[src/ipf_pkg.sv]
// Package of register map, field layout and reset values for the priority fields
package ipf_pkg;
  // ----------------------------------------
  // Register map (byte addresses)
  // ----------------------------------------
  localparam logic [3:0] CAP_EXT_OFFSET = 4'h0; // capture_and_external_priority
  localparam logic [3:0] TMR_CMP_OFFSET = 4'h4; // timer_and_compare_priority
  localparam logic [3:0] SRC_STAT_OFFSET = 4'h8; // read-only forwarded request view
  localparam int ADDR_W = 4;
  // ----------------------------------------
  // Field layout
  // ----------------------------------------
  localparam int PRIO_W = 3;
  localparam int NUM_SRC = 6;
  localparam int EXT_IRQ1_LSB = 0;
  localparam int CAP_CH7_LSB = 8;
  localparam int CAP_CH8_LSB = 12;
  localparam int CMP_CH3_LSB = 4;
  localparam int CMP_CH4_LSB = 8;
  localparam int TIMER4_LSB = 12;
  // Writable bit masks; every other bit is unimplemented
  localparam logic [15:0] CAP_EXT_MASK = 16'h7707;
  localparam logic [15:0] TMR_CMP_MASK = 16'h7770;
  // ----------------------------------------
  // Values
  // ----------------------------------------
  localparam logic [2:0] PRIO_RESET = 3'h4;
  localparam logic [2:0] PRIO_OFF = 3'h0;
  localparam logic [15:0] CAP_EXT_RESET = 16'h4404;
  localparam logic [15:0] TMR_CMP_RESET = 16'h4440;
  localparam logic [1:0] RESP_OKAY = 2'h0;
  localparam logic [1:0] RESP_SLVERR = 2'h2;
  // Source order on the request vectors
  typedef enum logic [2:0] {
    SRC_EXT_IRQ1,
    SRC_CAP_CH7,
    SRC_CAP_CH8,
    SRC_CMP_CH3,
    SRC_CMP_CH4,
    SRC_TIMER4
  } ipf_src_t;
endpackage

[src/ipf_top.sv]
// Priority field registers with AXI4-Lite access and per-source request gating
// What this block does
// RQ1 - Field value is level, 7 highest, 1 lowest
// RQ2 - Zero field disables its source
// RQ3 - Unimplemented bits read zero, ignore writes
// RQ4 - Fields reset to level 4, read/write
// RQ5 - Timer4 field at bits 14 to 12
// RQ6 - Compare channel 4 field bits 10 to 8
// RQ7 - Compare channel 3 field bits 6 to 4
// RQ8 - Present fields; zero-level sources never forwarded
`timescale 1ns/1ps
module ipf_top
  import ipf_pkg::*;
(
  input wire logic aclk,
  input wire logic aresetn,
  // AXI4-Lite write address
  input wire logic [ipf_pkg::ADDR_W-1:0] s_axi_awaddr,
  input wire logic s_axi_awvalid,
  output logic s_axi_awready,
  // AXI4-Lite write data
  input wire logic [31:0] s_axi_wdata,
  input wire logic [3:0] s_axi_wstrb,
  input wire logic s_axi_wvalid,
  output logic s_axi_wready,
  // AXI4-Lite write response
  output logic [1:0] s_axi_bresp,
  output logic s_axi_bvalid,
  input wire logic s_axi_bready,
  // AXI4-Lite read address
  input wire logic [ipf_pkg::ADDR_W-1:0] s_axi_araddr,
  input wire logic s_axi_arvalid,
  output logic s_axi_arready,
  // AXI4-Lite read data
  output logic [31:0] s_axi_rdata,
  output logic [1:0] s_axi_rresp,
  output logic s_axi_rvalid,
  input wire logic s_axi_rready,
  // Per-source flags and enables, same clock domain
  input wire logic [ipf_pkg::NUM_SRC-1:0] src_flag,
  input wire logic [ipf_pkg::NUM_SRC-1:0] src_enable,
  // Priority levels to the arbiter
  output logic [ipf_pkg::PRIO_W-1:0] capture_ch8_priority,
  output logic [ipf_pkg::PRIO_W-1:0] capture_ch7_priority,
  output logic [ipf_pkg::PRIO_W-1:0] ext_irq1_priority,
  output logic [ipf_pkg::PRIO_W-1:0] timer4_priority,
  output logic [ipf_pkg::PRIO_W-1:0] compare_ch4_priority,
  output logic [ipf_pkg::PRIO_W-1:0] compare_ch3_priority,
  // Forwarded pending requests
  output logic [ipf_pkg::NUM_SRC-1:0] src_req
);
  // ----------------------------------------
  // Registers
  // ----------------------------------------
  logic [15:0] capture_and_external_priority; // Holds ch8, ch7 and ext irq1 fields
  logic [15:0] timer_and_compare_priority; // Holds timer4, ch4 and ch3 fields
  // Write channel captures, either order
  logic aw_held; // Write address latched
  logic w_held; // Write data latched
  logic [ADDR_W-1:0] aw_addr; // Latched write address
  logic [31:0] w_data; // Latched write data
  logic [3:0] w_strb; // Latched byte strobes
  // ----------------------------------------
  // Write path decode
  // ----------------------------------------
  wire aw_take = s_axi_awvalid & s_axi_awready;
  wire w_take = s_axi_wvalid & s_axi_wready;
  wire [ADDR_W-1:0] wr_addr = aw_take ? s_axi_awaddr : aw_addr;
  wire [31:0] wr_data = w_take ? s_axi_wdata : w_data;
  wire [3:0] wr_strb = w_take ? s_axi_wstrb : w_strb;
  wire have_aw = aw_take | aw_held;
  wire have_w = w_take | w_held;
  wire do_write = have_aw & have_w & ~s_axi_bvalid;
  wire hit_cap = (wr_addr == CAP_EXT_OFFSET);
  wire hit_tmr = (wr_addr == TMR_CMP_OFFSET);
  wire wr_mapped = hit_cap | hit_tmr;
  // Byte strobes widened to a 16-bit lane mask
  wire [15:0] lane_mask = {{8{wr_strb[1]}}, {8{wr_strb[0]}}};
  // Only implemented bits take the write
  wire [15:0] cap_wmask = lane_mask & CAP_EXT_MASK; // RQ3
  wire [15:0] tmr_wmask = lane_mask & TMR_CMP_MASK; // RQ3
  wire [15:0] next_cap = (capture_and_external_priority & ~cap_wmask)
                       | (wr_data[15:0] & cap_wmask);
  wire [15:0] next_tmr = (timer_and_compare_priority & ~tmr_wmask)
                       | (wr_data[15:0] & tmr_wmask);
  // ----------------------------------------
  // Priority registers
  // ----------------------------------------
  // Fields load level 4 at reset, software may rewrite them
  always_ff @(posedge aclk) begin
    if (!aresetn) begin
      capture_and_external_priority <= CAP_EXT_RESET; // RQ4
      timer_and_compare_priority <= TMR_CMP_RESET; // RQ4
    end else if (do_write && hit_cap) begin
      capture_and_external_priority <= next_cap;
    end else if (do_write && hit_tmr) begin
      timer_and_compare_priority <= next_tmr;
    end
  end
  // ----------------------------------------
  // Write handshake
  // ----------------------------------------
  // Hold each channel until both have arrived
  always_ff @(posedge aclk) begin
    if (!aresetn) begin
      aw_held <= 1'b0;
      w_held <= 1'b0;
      aw_addr <= '0;
      w_data <= '0;
      w_strb <= '0;
    end else begin
      if (aw_take) begin
        aw_addr <= s_axi_awaddr;
      end
      if (w_take) begin
        w_data <= s_axi_wdata;
        w_strb <= s_axi_wstrb;
      end
      aw_held <= have_aw & ~do_write;
      w_held <= have_w & ~do_write;
    end
  end
  // Ready while nothing of that channel is held and no response is pending
  always_ff @(posedge aclk) begin
    if (!aresetn) begin
      s_axi_awready <= 1'b0;
      s_axi_wready <= 1'b0;
    end else begin
      s_axi_awready <= ~(have_aw & ~do_write) & ~(do_write | s_axi_bvalid);
      s_axi_wready <= ~(have_w & ~do_write) & ~(do_write | s_axi_bvalid);
    end
  end
  // Response follows the write by one cycle
  always_ff @(posedge aclk) begin
    if (!aresetn) begin
      s_axi_bvalid <= 1'b0;
      s_axi_bresp <= RESP_OKAY;
    end else if (do_write) begin
      s_axi_bvalid <= 1'b1;
      s_axi_bresp <= wr_mapped ? RESP_OKAY : RESP_SLVERR;
    end else if (s_axi_bready) begin
      s_axi_bvalid <= 1'b0;
    end
  end
  // ----------------------------------------
  // Read path
  // ----------------------------------------
  wire ar_take = s_axi_arvalid & s_axi_arready;
  // Unimplemented positions forced to zero on read
  wire [31:0] rd_cap = {16'h0000, capture_and_external_priority & CAP_EXT_MASK}; // RQ3
  wire [31:0] rd_tmr = {16'h0000, timer_and_compare_priority & TMR_CMP_MASK}; // RQ3
  wire [31:0] rd_stat = {26'h000_0000, src_req};
  wire rd_hit_cap = (s_axi_araddr == CAP_EXT_OFFSET);
  wire rd_hit_tmr = (s_axi_araddr == TMR_CMP_OFFSET);
  wire rd_hit_stat = (s_axi_araddr == SRC_STAT_OFFSET);
  wire [31:0] rd_mux = rd_hit_cap ? rd_cap
                     : rd_hit_tmr ? rd_tmr
                     : rd_hit_stat ? rd_stat
                     : 32'h0000_0000;
  wire rd_ok = rd_hit_cap | rd_hit_tmr | rd_hit_stat;
  // Read address taken only when no data is waiting
  always_ff @(posedge aclk) begin
    if (!aresetn) begin
      s_axi_arready <= 1'b0;
    end else begin
      s_axi_arready <= ~ar_take & ~s_axi_rvalid;
    end
  end
  // Data answered one cycle after the address
  always_ff @(posedge aclk) begin
    if (!aresetn) begin
      s_axi_rvalid <= 1'b0;
      s_axi_rdata <= 32'h0000_0000;
      s_axi_rresp <= RESP_OKAY;
    end else if (ar_take) begin
      s_axi_rvalid <= 1'b1;
      s_axi_rdata <= rd_mux;
      s_axi_rresp <= rd_ok ? RESP_OKAY : RESP_SLVERR;
    end else if (s_axi_rready) begin
      s_axi_rvalid <= 1'b0;
    end
  end
  // ----------------------------------------
  // Field extraction
  // ----------------------------------------
  // Fields as levels: 7 ranks highest, 1 lowest, 0 disabled
  wire [PRIO_W-1:0] f_ext = capture_and_external_priority[EXT_IRQ1_LSB +: PRIO_W]; // RQ1
  wire [PRIO_W-1:0] f_ch7 = capture_and_external_priority[CAP_CH7_LSB +: PRIO_W];
  wire [PRIO_W-1:0] f_ch8 = capture_and_external_priority[CAP_CH8_LSB +: PRIO_W];
  wire [PRIO_W-1:0] f_c3 = timer_and_compare_priority[CMP_CH3_LSB +: PRIO_W]; // RQ7
  wire [PRIO_W-1:0] f_c4 = timer_and_compare_priority[CMP_CH4_LSB +: PRIO_W]; // RQ6
  wire [PRIO_W-1:0] f_t4 = timer_and_compare_priority[TIMER4_LSB +: PRIO_W]; // RQ5
  // Levels indexed in source order for the gates
  wire [PRIO_W-1:0] prio_vec [NUM_SRC];
  assign prio_vec[SRC_EXT_IRQ1] = f_ext;
  assign prio_vec[SRC_CAP_CH7] = f_ch7;
  assign prio_vec[SRC_CAP_CH8] = f_ch8;
  assign prio_vec[SRC_CMP_CH3] = f_c3;
  assign prio_vec[SRC_CMP_CH4] = f_c4;
  assign prio_vec[SRC_TIMER4] = f_t4;
  // Levels registered for the arbiter
  always_ff @(posedge aclk) begin
    if (!aresetn) begin
      capture_ch8_priority <= PRIO_RESET;
      capture_ch7_priority <= PRIO_RESET;
      ext_irq1_priority <= PRIO_RESET;
      timer4_priority <= PRIO_RESET;
      compare_ch4_priority <= PRIO_RESET;
      compare_ch3_priority <= PRIO_RESET;
    end else begin
      capture_ch8_priority <= f_ch8; // RQ8
      capture_ch7_priority <= f_ch7;
      ext_irq1_priority <= f_ext;
      timer4_priority <= f_t4;
      compare_ch4_priority <= f_c4;
      compare_ch3_priority <= f_c3;
    end
  end
  // ----------------------------------------
  // Request gating
  // ----------------------------------------
  // One gate per source, each with its own registered request
  for (genvar i = 0; i < NUM_SRC; i++) begin : g_src
    ipf_src_gate u_gate (
      .aclk(aclk),
      .aresetn(aresetn),
      .prio(prio_vec[i]),
      .flag(src_flag[i]),
      .enable(src_enable[i]),
      .req(src_req[i])
    );
  end
  // ----------------------------------------
  // Checks
  // ----------------------------------------
  // Unimplemented bits of the first register read back as zero
  a_unimpl_zero: assert property (@(posedge aclk) disable iff (!aresetn) // RQ3
    ar_take && rd_hit_cap |=> (s_axi_rdata & ~{16'h0000, CAP_EXT_MASK}) == 32'h0000_0000)
    else $error("unimplemented bit read as one");
  // Unimplemented bits of the second register read back as zero
  a_unimpl_tmr: assert property (@(posedge aclk) disable iff (!aresetn) // RQ3
    ar_take && rd_hit_tmr |=> (s_axi_rdata & ~{16'h0000, TMR_CMP_MASK}) == 32'h0000_0000)
    else $error("unimplemented bit of second register read as one");
  // Unmapped read answers zero with an error response
  a_rresp_err: assert property (@(posedge aclk) disable iff (!aresetn) // RQ3
    ar_take && !rd_ok |=> s_axi_rresp == RESP_SLVERR && s_axi_rdata == 32'h0000_0000)
    else $error("unmapped read not refused");
  // Unmapped write changes no field
  a_unmapped_keep: assert property (@(posedge aclk) disable iff (!aresetn) // RQ3
    do_write && !wr_mapped |=> $stable(capture_and_external_priority)
      && $stable(timer_and_compare_priority))
    else $error("unmapped write changed a field");
  // Unmapped write answered with an error response
  a_unmapped_err: assert property (@(posedge aclk) disable iff (!aresetn) // RQ3
    do_write && !wr_mapped |=> s_axi_bresp == RESP_SLVERR)
    else $error("unmapped write not refused");
  // Timer4 and ext irq1 level outputs right after reset
  a_reset_level: assert property (@(posedge aclk) // RQ4
    $rose(aresetn) |-> timer4_priority == PRIO_RESET && ext_irq1_priority == PRIO_RESET)
    else $error("field not level 4 after reset");
  // Both registers hold their defaults right after reset
  a_reset_regs: assert property (@(posedge aclk) // RQ4
    $rose(aresetn) |-> capture_and_external_priority == CAP_EXT_RESET
      && timer_and_compare_priority == TMR_CMP_RESET)
    else $error("register not at default after reset");
  // No request stands right after reset
  a_no_req_rst: assert property (@(posedge aclk) // RQ8
    $rose(aresetn) |-> src_req == '0)
    else $error("request pending after reset");
  // Timer4 level taken from its own field
  a_timer4_pos: assert property (@(posedge aclk) disable iff (!aresetn) // RQ5
    ##1 timer4_priority == $past(timer_and_compare_priority[14:12]))
    else $error("timer4 field misplaced");
  // Compare ch4 level taken from its own field
  a_cmp4_pos: assert property (@(posedge aclk) disable iff (!aresetn) // RQ6
    ##1 compare_ch4_priority == $past(timer_and_compare_priority[10:8]))
    else $error("compare ch4 field misplaced");
  // Compare ch3 level taken from its own field
  a_cmp3_pos: assert property (@(posedge aclk) disable iff (!aresetn) // RQ7
    ##1 compare_ch3_priority == $past(timer_and_compare_priority[6:4]))
    else $error("compare ch3 field misplaced");
  // Capture ch8 level taken from its own field
  a_ch8_pos: assert property (@(posedge aclk) disable iff (!aresetn) // RQ8
    ##1 capture_ch8_priority == $past(capture_and_external_priority[14:12]))
    else $error("capture ch8 field misplaced");
  // Capture ch7 level taken from its own field
  a_ch7_pos: assert property (@(posedge aclk) disable iff (!aresetn) // RQ8
    ##1 capture_ch7_priority == $past(capture_and_external_priority[10:8]))
    else $error("capture ch7 field misplaced");
  // External irq1 level taken from its own field
  a_ext_pos: assert property (@(posedge aclk) disable iff (!aresetn) // RQ8
    ##1 ext_irq1_priority == $past(capture_and_external_priority[2:0]))
    else $error("ext irq1 field misplaced");
  // A written level reaches the arbiter two cycles later
  a_write_lands: assert property (@(posedge aclk) disable iff (!aresetn) // RQ1
    do_write && hit_tmr && wr_strb[1] |=> ##1 timer4_priority == $past(wr_data[14:12], 2))
    else $error("written level not presented");
  // Every write is answered on the next cycle
  a_bresp_order: assert property (@(posedge aclk) disable iff (!aresetn) // RQ4
    do_write |=> s_axi_bvalid)
    else $error("write response missing");
  // Read data follows an accepted address by one cycle
  a_read_answer: assert property (@(posedge aclk) disable iff (!aresetn)
    ar_take |=> s_axi_rvalid)
    else $error("read response missing");
  // Both write channels refused while a response waits
  a_busy_refuse: assert property (@(posedge aclk) disable iff (!aresetn)
    s_axi_bvalid |-> !s_axi_awready && !s_axi_wready)
    else $error("write taken while response pending");
  // Disabled timer4 never forwarded
  a_disabled_quiet: assert property (@(posedge aclk) disable iff (!aresetn) // RQ2
    $past(f_t4) == PRIO_OFF |-> !src_req[SRC_TIMER4])
    else $error("disabled timer4 forwarded");
endmodule

[src/ipf_src_gate.sv]
// Per-source gate that forwards a request only when its priority is non-zero
`timescale 1ns/1ps
module ipf_src_gate
  import ipf_pkg::*;
(
  input wire logic aclk,
  input wire logic aresetn,
  input wire logic [ipf_pkg::PRIO_W-1:0] prio,
  input wire logic flag,
  input wire logic enable,
  output logic req
);
  // ----------------------------------------
  // Gate
  // ----------------------------------------
  // Zero level means the source is disabled
  wire live = (prio != PRIO_OFF); // RQ2
  wire next_req = flag & enable & live;
  // Registered so the top output comes from a flop
  always_ff @(posedge aclk) begin
    if (!aresetn) begin
      req <= 1'b0;
    end else begin
      req <= next_req; // RQ8
    end
  end
  // Disabled source never forwarded
  a_off_no_req: assert property (@(posedge aclk) disable iff (!aresetn) // RQ8
    $past(prio) == PRIO_OFF |-> !req)
    else $error("request forwarded from disabled source");
  // Live source forwarded one cycle after flag and enable
  a_live_req: assert property (@(posedge aclk) disable iff (!aresetn) // RQ2
    (flag && enable && prio != PRIO_OFF) |=> req)
    else $error("live request not forwarded");
endmodule

[config.mk]
export PLATFORM = sky130hd
export DESIGN_NAME = ipf_top
export DESIGN_NICKNAME = d
export VERILOG_FILES = /design/src/ipf_pkg.sv /design/src/ipf_top.sv /design/src/ipf_src_gate.sv
export SDC_FILE = /design/constraint.sdc
export NUM_CORES = 1
export LEC_CHECK = 0
export ABC_AREA = 0
export BUFFER_PORTS_ARGS = -buffer_cell sky130_fd_sc_hd__buf_2
export CAP_MARGIN = 20
export CORE_ASPECT_RATIO = 1.4
export CORE_MARGIN = 2
export CORE_UTILIZATION = 48
export CTS_CLUSTER_SIZE = 28
export DETAILED_ROUTE_END_ITERATION = 8
export PLACE_DENSITY = 0.79
export SKIP_LAST_GASP = 1
export SLEW_MARGIN = 40
export SYNTH_ARGS = -nofsm -noshare
export SYNTH_HDL_FRONTEND = slang
export SYNTH_SLANG_ARGS = --single-unit
[constraint.sdc]
create_clock -name aclk -period 1.9 [get_ports aclk]
set_input_delay 0.19 -clock aclk [delete_from_list [all_inputs] [get_ports aclk]]
set_output_delay 0.19 -clock aclk [all_outputs]
set_load 0.03 [all_outputs]
==> results of run 1 <==
## worst reg2reg max path, cell delays in order, from the launching register on
cell and delay (ns):
dfxtp_1 0.43, nand2_1 0.22, mux2_2 0.35, nand4_1 0.18, mux2_2 0.35
## logic make-up (layout without fill, tap and decap cells)
| group | after synthesis | in the layout | share of synthesized area (%) |
|---|---|---|---|
| AOI/OAI and AO/OA | 43 | 43 | 10.5 |
| buffers and inverters | 47 | 113 | 8.94 |
| DFF | 82 | 82 | 52.4 |
| muxes | 17 | 17 | 5.91 |
| other | 1 | 21 | 0.120 |
| and+or+nand+nor | 125 | 125 | 22.2 |
## synth_stat cells (6+ instances only)
| master | n |
|---|---|
| nor3_1 | 8 |
| a21boi_0 | 10 |
| a221oi_1 | 9 |
| nor2_1 | 20 |
| nand2_1 | 27 |
| nand2b_1 | 8 |
| mux2_2 | 8 |
| a22oi_1 | 10 |
| nor2b_1 | 8 |
| buf_4 | 27 |
| inv_1 | 9 |
| nor3b_1 | 12 |
| clkbuf_1 | 9 |
| dfxtp_1 | 82 |
| nand3_1 | 12 |
| mux2i_1 | 8 |
| nand4_1 | 6 |
| and2_1 | 13 |
## routing by layer
layer | vias up | global-route usage [%]
met3 | 10 | 4.46
met2 | 73 | 31.7
met5 | - | 0
met4 | 0 | 6.97
li1 | 1211 | -
met1 | 1101 | 21.5
## where the power goes
group          switching (W)  internal (W)
Sequential         0.0000290       0.00177
Clock               0.000625      0.000477
Combinational       0.000268      0.000133
## per-stage QoR
step                cell area (sq um)  setup slack, ns
finish                           3690            0.257
global route                     3690            0.134
CTS                              3690            0.248
detailed placement               3520            0.261
global placement                 3520            0.297
floorplan                        3210            0.207
## path summary, 6_finish.rpt
path            startpoint             endpoint  slack (ns)  depth (start not counted)
min          src_enable[3]  g_src[3].u_gate.req        0.08                          3
min reg2reg   s_axi_rvalid        s_axi_arready        0.45                          1
max           s_axi_wready            flip-flop        0.26                          4
max reg2reg   s_axi_wready            flip-flop        0.26                          4
## area by class of cell
type | count | area [sq um] | share of cell area [%]
sequential | 82 | 1640 | 44.5
multi-input combinational | 206 | 1290 | 34.9
timing repair buffer | 88 | 463 | 12.6
clock buffer | 10 | 128 | 3.46
tap | 72 | 90.1 | 2.44
clock inverter | 6 | 42.5 | 1.15
inverter | 9 | 33.8 | 0.916
==> reports/metrics.yaml, run 1 <==
die_area_sq_um: 7200
synth_seq_area_share_pct: 52.4
cts_post_setup_buffers_inserted: 0
ys_ff_latch: 82
clockBufferDepth: 2
path_common_cell: "mux2_2"
num_vias: 2395
cts_tree: "yes"
met2_length_um: 3320
drt_iter0_drc: 105
fin_skew_ns: 0.00950
ys_types: 38
drc_errors: 0
post_drt_wl_per_cell_um: 13.5
final_core_util_pct: 58.9
slew_headroom_pct: 63.8
synth_largest_area_cell: "dfxtp_1"
gp_congestion: 0.767
worst_ep_required_time_ns: 2.14
ctsHtreeMaxLevel: 3
grt_usage_pct: 18.3
routed_via_density: 5.06
nFillCells: 570
synth-edff-count: 0
status: "complete, no violations"
synth_area_leaders: "dfxtp_1 52%, buf_4 6.5%, nand2_1 3.2%, mux2_2 2.9%, nor3b_1 2.9%"
ys.flop_type: "dfxtp_1"
crit_fanout: 7
diodes: 0
ir_drop_uv: 418
setup_violations: 0
insertion_delay_ns: 0.35
end_kind: "flip-flop"
cts_resized: 0
min_period_ns: 1.64
highest_layer: "met4"
syn-instance-count: 315
dp_hpwl_um: 4760
clockRootBuffer: "clkbuf_8"
ant_nets: 0
yosys_warnings: 0
clock-sinks: 82
cpLargestDelayFamily: "multiplexers"
path_buf_inv: 0
grt_max_degree: 52
drtPass1Iterations: 4
fmax_mhz: 609
crit_arrival_ns: 1.88
die_h_um: 99.6
post-synth-top-area-fraction_pct: 52.4
cts_made_buffers: 9
hold_viol_final: 0
clk_pin_slew_ns: 0.09
initial_core_util_pct: 50.1
crit_slowest_cell: "dfxtp_1"
io_buffers: 84
fp.coreArea_sq_um: 6250
final_cells: 473
hp-class: "input pin to flip-flop"
die_x_um: 72.3
synth-async-reset-ratio_pct: 0
final_common_cell: "buf_2"
syn_to_final_growth_pct: 17.6
dp.cells: 457
drv_cap: 0
cp_slowest_stage_delay_ns: 0.43
finalWirelength_um: 6400
power.density_nw_per_um2: 897
avgSynthCellArea_sq_um: 9.95
fin_tns_setup_ns: 0
power.leakage_nw: 1.77
grt_pass1_wl_um: 10200
netlist_area_sq_um: 3130
crit_type: "flip-flop to flip-flop"
hold_buffers: 0
post-route-period-util_pct: 86.5
grt_pass1_vias: 2260
wl_met1_um: 2580
slew_violations: 0
final_cell_mix: "84 x buf_2, 82 x dfxtp_1, 27 x nand2_1"
final_layout_size_suffix_gt1_share_pct: 28.9
power.total_w: 0.00331
grt_remaining_overflow: 0
nets: 459
cp-start-kind: "flip-flop"
antenna_found_initial: 0
routed-wl-met3_um: 381
rsz0062_at_grt: "no"
timing.hold.ws_ns: 0.0820
crit_chain: "nand2_1 -> mux2_2 -> nand4_1 -> mux2_2"
tightest_slew_ns: 0.540
io_pins: 128
rows: 34
(Power assumes the default switching activity.)
==> inputs of run 2 (changes only) <==
CORE_UTILIZATION = 50   (was 48)
CTS_BUF_LIST = sky130_fd_sc_hd__clkbuf_4   (was unset)
PLACE_DENSITY = 0.81   (was 0.79)
==> run 2 against run 1 <==
  * Largest cell class unchanged
  * First-iteration DRC count increased by 23%
  * Sequential cell count stayed put
  * Die area shrank 3.8%
  * Register-to-register slack is essentially flat
  * Via count rose by 5.1%
  * Sequential share of layout area decreased by 0.21 points
  * Clock skew is essentially flat
  * Maximum frequency about the same
  * Wire length grew 3.3%
  * Global-route usage is 1.2 points higher
==> reports/metrics.yaml, run 2 (synthesized netlist as in run 1, its figures left out) <==
crit_type: "flip-flop to flip-flop"  # unchanged
setup_violations: 0  # unchanged
clockBufferDepth: 2  # unchanged
dp_hpwl_um: 4900  # was 4760 um
final_layout_size_suffix_gt1_share_pct: 28.9  # about the same
nFillCells: 551  # was 570
die_h_um: 97.7  # was 99.6 um
ir_drop_uv: 437  # was 418 uV
grt_max_degree: 30  # was 52
clock-sinks: 82  # unchanged
io_buffers: 84  # unchanged
final_common_cell: "buf_2"  # unchanged
num_vias: 2518  # was 2395
final_cell_mix: "84 x buf_2, 82 x dfxtp_1, 27 x nand2_1"  # unchanged
insertion_delay_ns: 0.42  # was 0.35 ns
rows: 34  # unchanged
power.density_nw_per_um2: 839  # was 897 nW/um^2
power.leakage_nw: 1.77  # about the same
clk_pin_slew_ns: 0.13  # was 0.09 ns
fmax_mhz: 609  # about the same
cts_post_setup_buffers_inserted: 0  # unchanged
final_core_util_pct: 60.5  # was 58.9%
gp_congestion: 0.826  # was 0.767
initial_core_util_pct: 51.2  # was 50.1%
slew_violations: 0  # unchanged
die_x_um: 70.9  # was 72.3 um
post_drt_wl_per_cell_um: 13.7  # was 13.5 um
cp_slowest_stage_delay_ns: 0.46  # was 0.43 ns
cp-start-kind: "flip-flop"  # unchanged
tightest_slew_ns: 0.682  # was 0.540 ns
antenna_found_initial: 0  # unchanged
cts_tree: "yes"  # unchanged
die_area_sq_um: 6930  # was 7200 sq um
grt_remaining_overflow: 0  # unchanged
diodes: 0  # unchanged
io_pins: 128  # unchanged
finalWirelength_um: 6610  # was 6400 um
post-route-period-util_pct: 86.5  # about the same
drc_errors: 0  # unchanged
fin_tns_setup_ns: 0  # unchanged
min_period_ns: 1.64  # about the same
routed_via_density: 5.23  # was 5.06
crit_chain: "nand2_1 -> buf_4 -> mux2_4 -> and4_1 -> a22oi_1"  # was nand2_1 -> mux2_2 -> nand4_1 -> mux2_2
ctsHtreeMaxLevel: 3  # unchanged
ant_nets: 0  # unchanged
crit_slowest_cell: "dfxtp_1"  # unchanged
end_kind: "flip-flop"  # unchanged
grt_pass1_wl_um: 10700  # was 10200 um
syn_to_final_growth_pct: 18.2  # was 17.6%
cts_made_buffers: 9  # unchanged
fin_skew_ns: 0.00930  # was 0.00950 ns
hp-class: "input pin to flip-flop"  # unchanged
grt_usage_pct: 19.5  # was 18.3%
crit_arrival_ns: 1.99  # was 1.88 ns
crit_fanout: 7  # unchanged
grt_pass1_vias: 2369  # was 2260
cpLargestDelayFamily: "flip-flops"  # was multiplexers
cts_resized: 0  # unchanged
status: "complete, no violations"  # unchanged
slew_headroom_pct: 54.4  # was 63.8%
drt_iter0_drc: 129  # was 105
clockRootBuffer: "clkbuf_4"  # was clkbuf_8
drv_cap: 0  # unchanged
rsz0062_at_grt: "no"  # unchanged
fp.coreArea_sq_um: 6130  # was 6250 sq um
hold_viol_final: 0  # unchanged
nets: 467  # was 459
path_buf_inv: 1  # was 0
worst_ep_required_time_ns: 2.25  # was 2.14 ns
drtPass1Iterations: 4  # unchanged
-- run 2: changes by cell type in the layout (fill, tap and decap cells not counted) --
cell / previous run / this run
dlygate4sd3_1: 0 / 7
clkinv_2: 2 / 0
clkbuf_4: 0 / 11
clkbuf_1: 1 / 0
buf_12: 1 / 0
clkinvlp_4: 2 / 3
buf_4: 3 / 5
clkbuf_8: 9 / 0
-- run 2: area by class of cell --
class | instances | area (sq um) | area share (%)
flip-flops and latches | 82 | 1640 | 44.3
clock inverters | 5 | 40.0 | 1.08
multi-input cells | 206 | 1290 | 34.8
inverters | 9 | 33.8 | 0.912
clock buffers | 11 | 82.6 | 2.23
repair buffers | 96 | 528 | 14.3
well taps | 72 | 90.1 | 2.43
-- run 2: per-layer routing --
| metal | up-vias | routed length (um) | global-route usage [%] |
|---|---|---|---|
| met5 | - | 0 | 0 |
| met2 | 99 | 3470 | 34.1 |
| met1 | 1174 | 2620 | 22.0 |
| met3 | 12 | 372 | 2.90 |
| met4 | 0 | 144 | 11.5 |
| li1 | 1233 | - | - |
-- run 2: worst paths after layout --
path              startpoint       endpoint  slack, ns  depth (start not counted)
max             s_axi_wready      flip-flop       0.26                          5
min          s_axi_awaddr[3]     aw_addr[3]       0.02                          3
max reg2reg     s_axi_wready      flip-flop       0.26                          5
min reg2reg     s_axi_rvalid  s_axi_arready       0.45                          1
-- run 2: timing repair --
item                                    CTS  global route
endpoints found under the setup margin    0             0
hold buffers                              7             0
hold endpoints to repair                  4             0
-- run 2: stage by stage --
step	power [W]	setup slack [ns]	area [sq um]	std cells	hold slack (ns)
2_1_floorplan	0.00216	0.207	3210	335	0.316
3_3_place_gp	0.00224	0.314	3510	458	0.429
3_5_place_dp	0.00225	0.285	3510	458	0.429
4_1_cts	0.00313	0.257	3700	481	0.00293
5_1_grt	0.00325	0.129	3700	481	0.0119
6_report	0.00311	0.257	3700	481	0.0198
-- run 2: power by group --
part / switching, W / total [W] / internal [W]
registers: 0.0000313 / 0.00181 / 0.00178
logic: 0.000272 / 0.000413 / 0.000142
clock network: 0.000582 / 0.000887 / 0.000305
-- run 2: tightest hold or removal path: stages --
cell and delay [ns]:
buf_2 0.10, nand2_1 0.05, a21boi_0 0.06
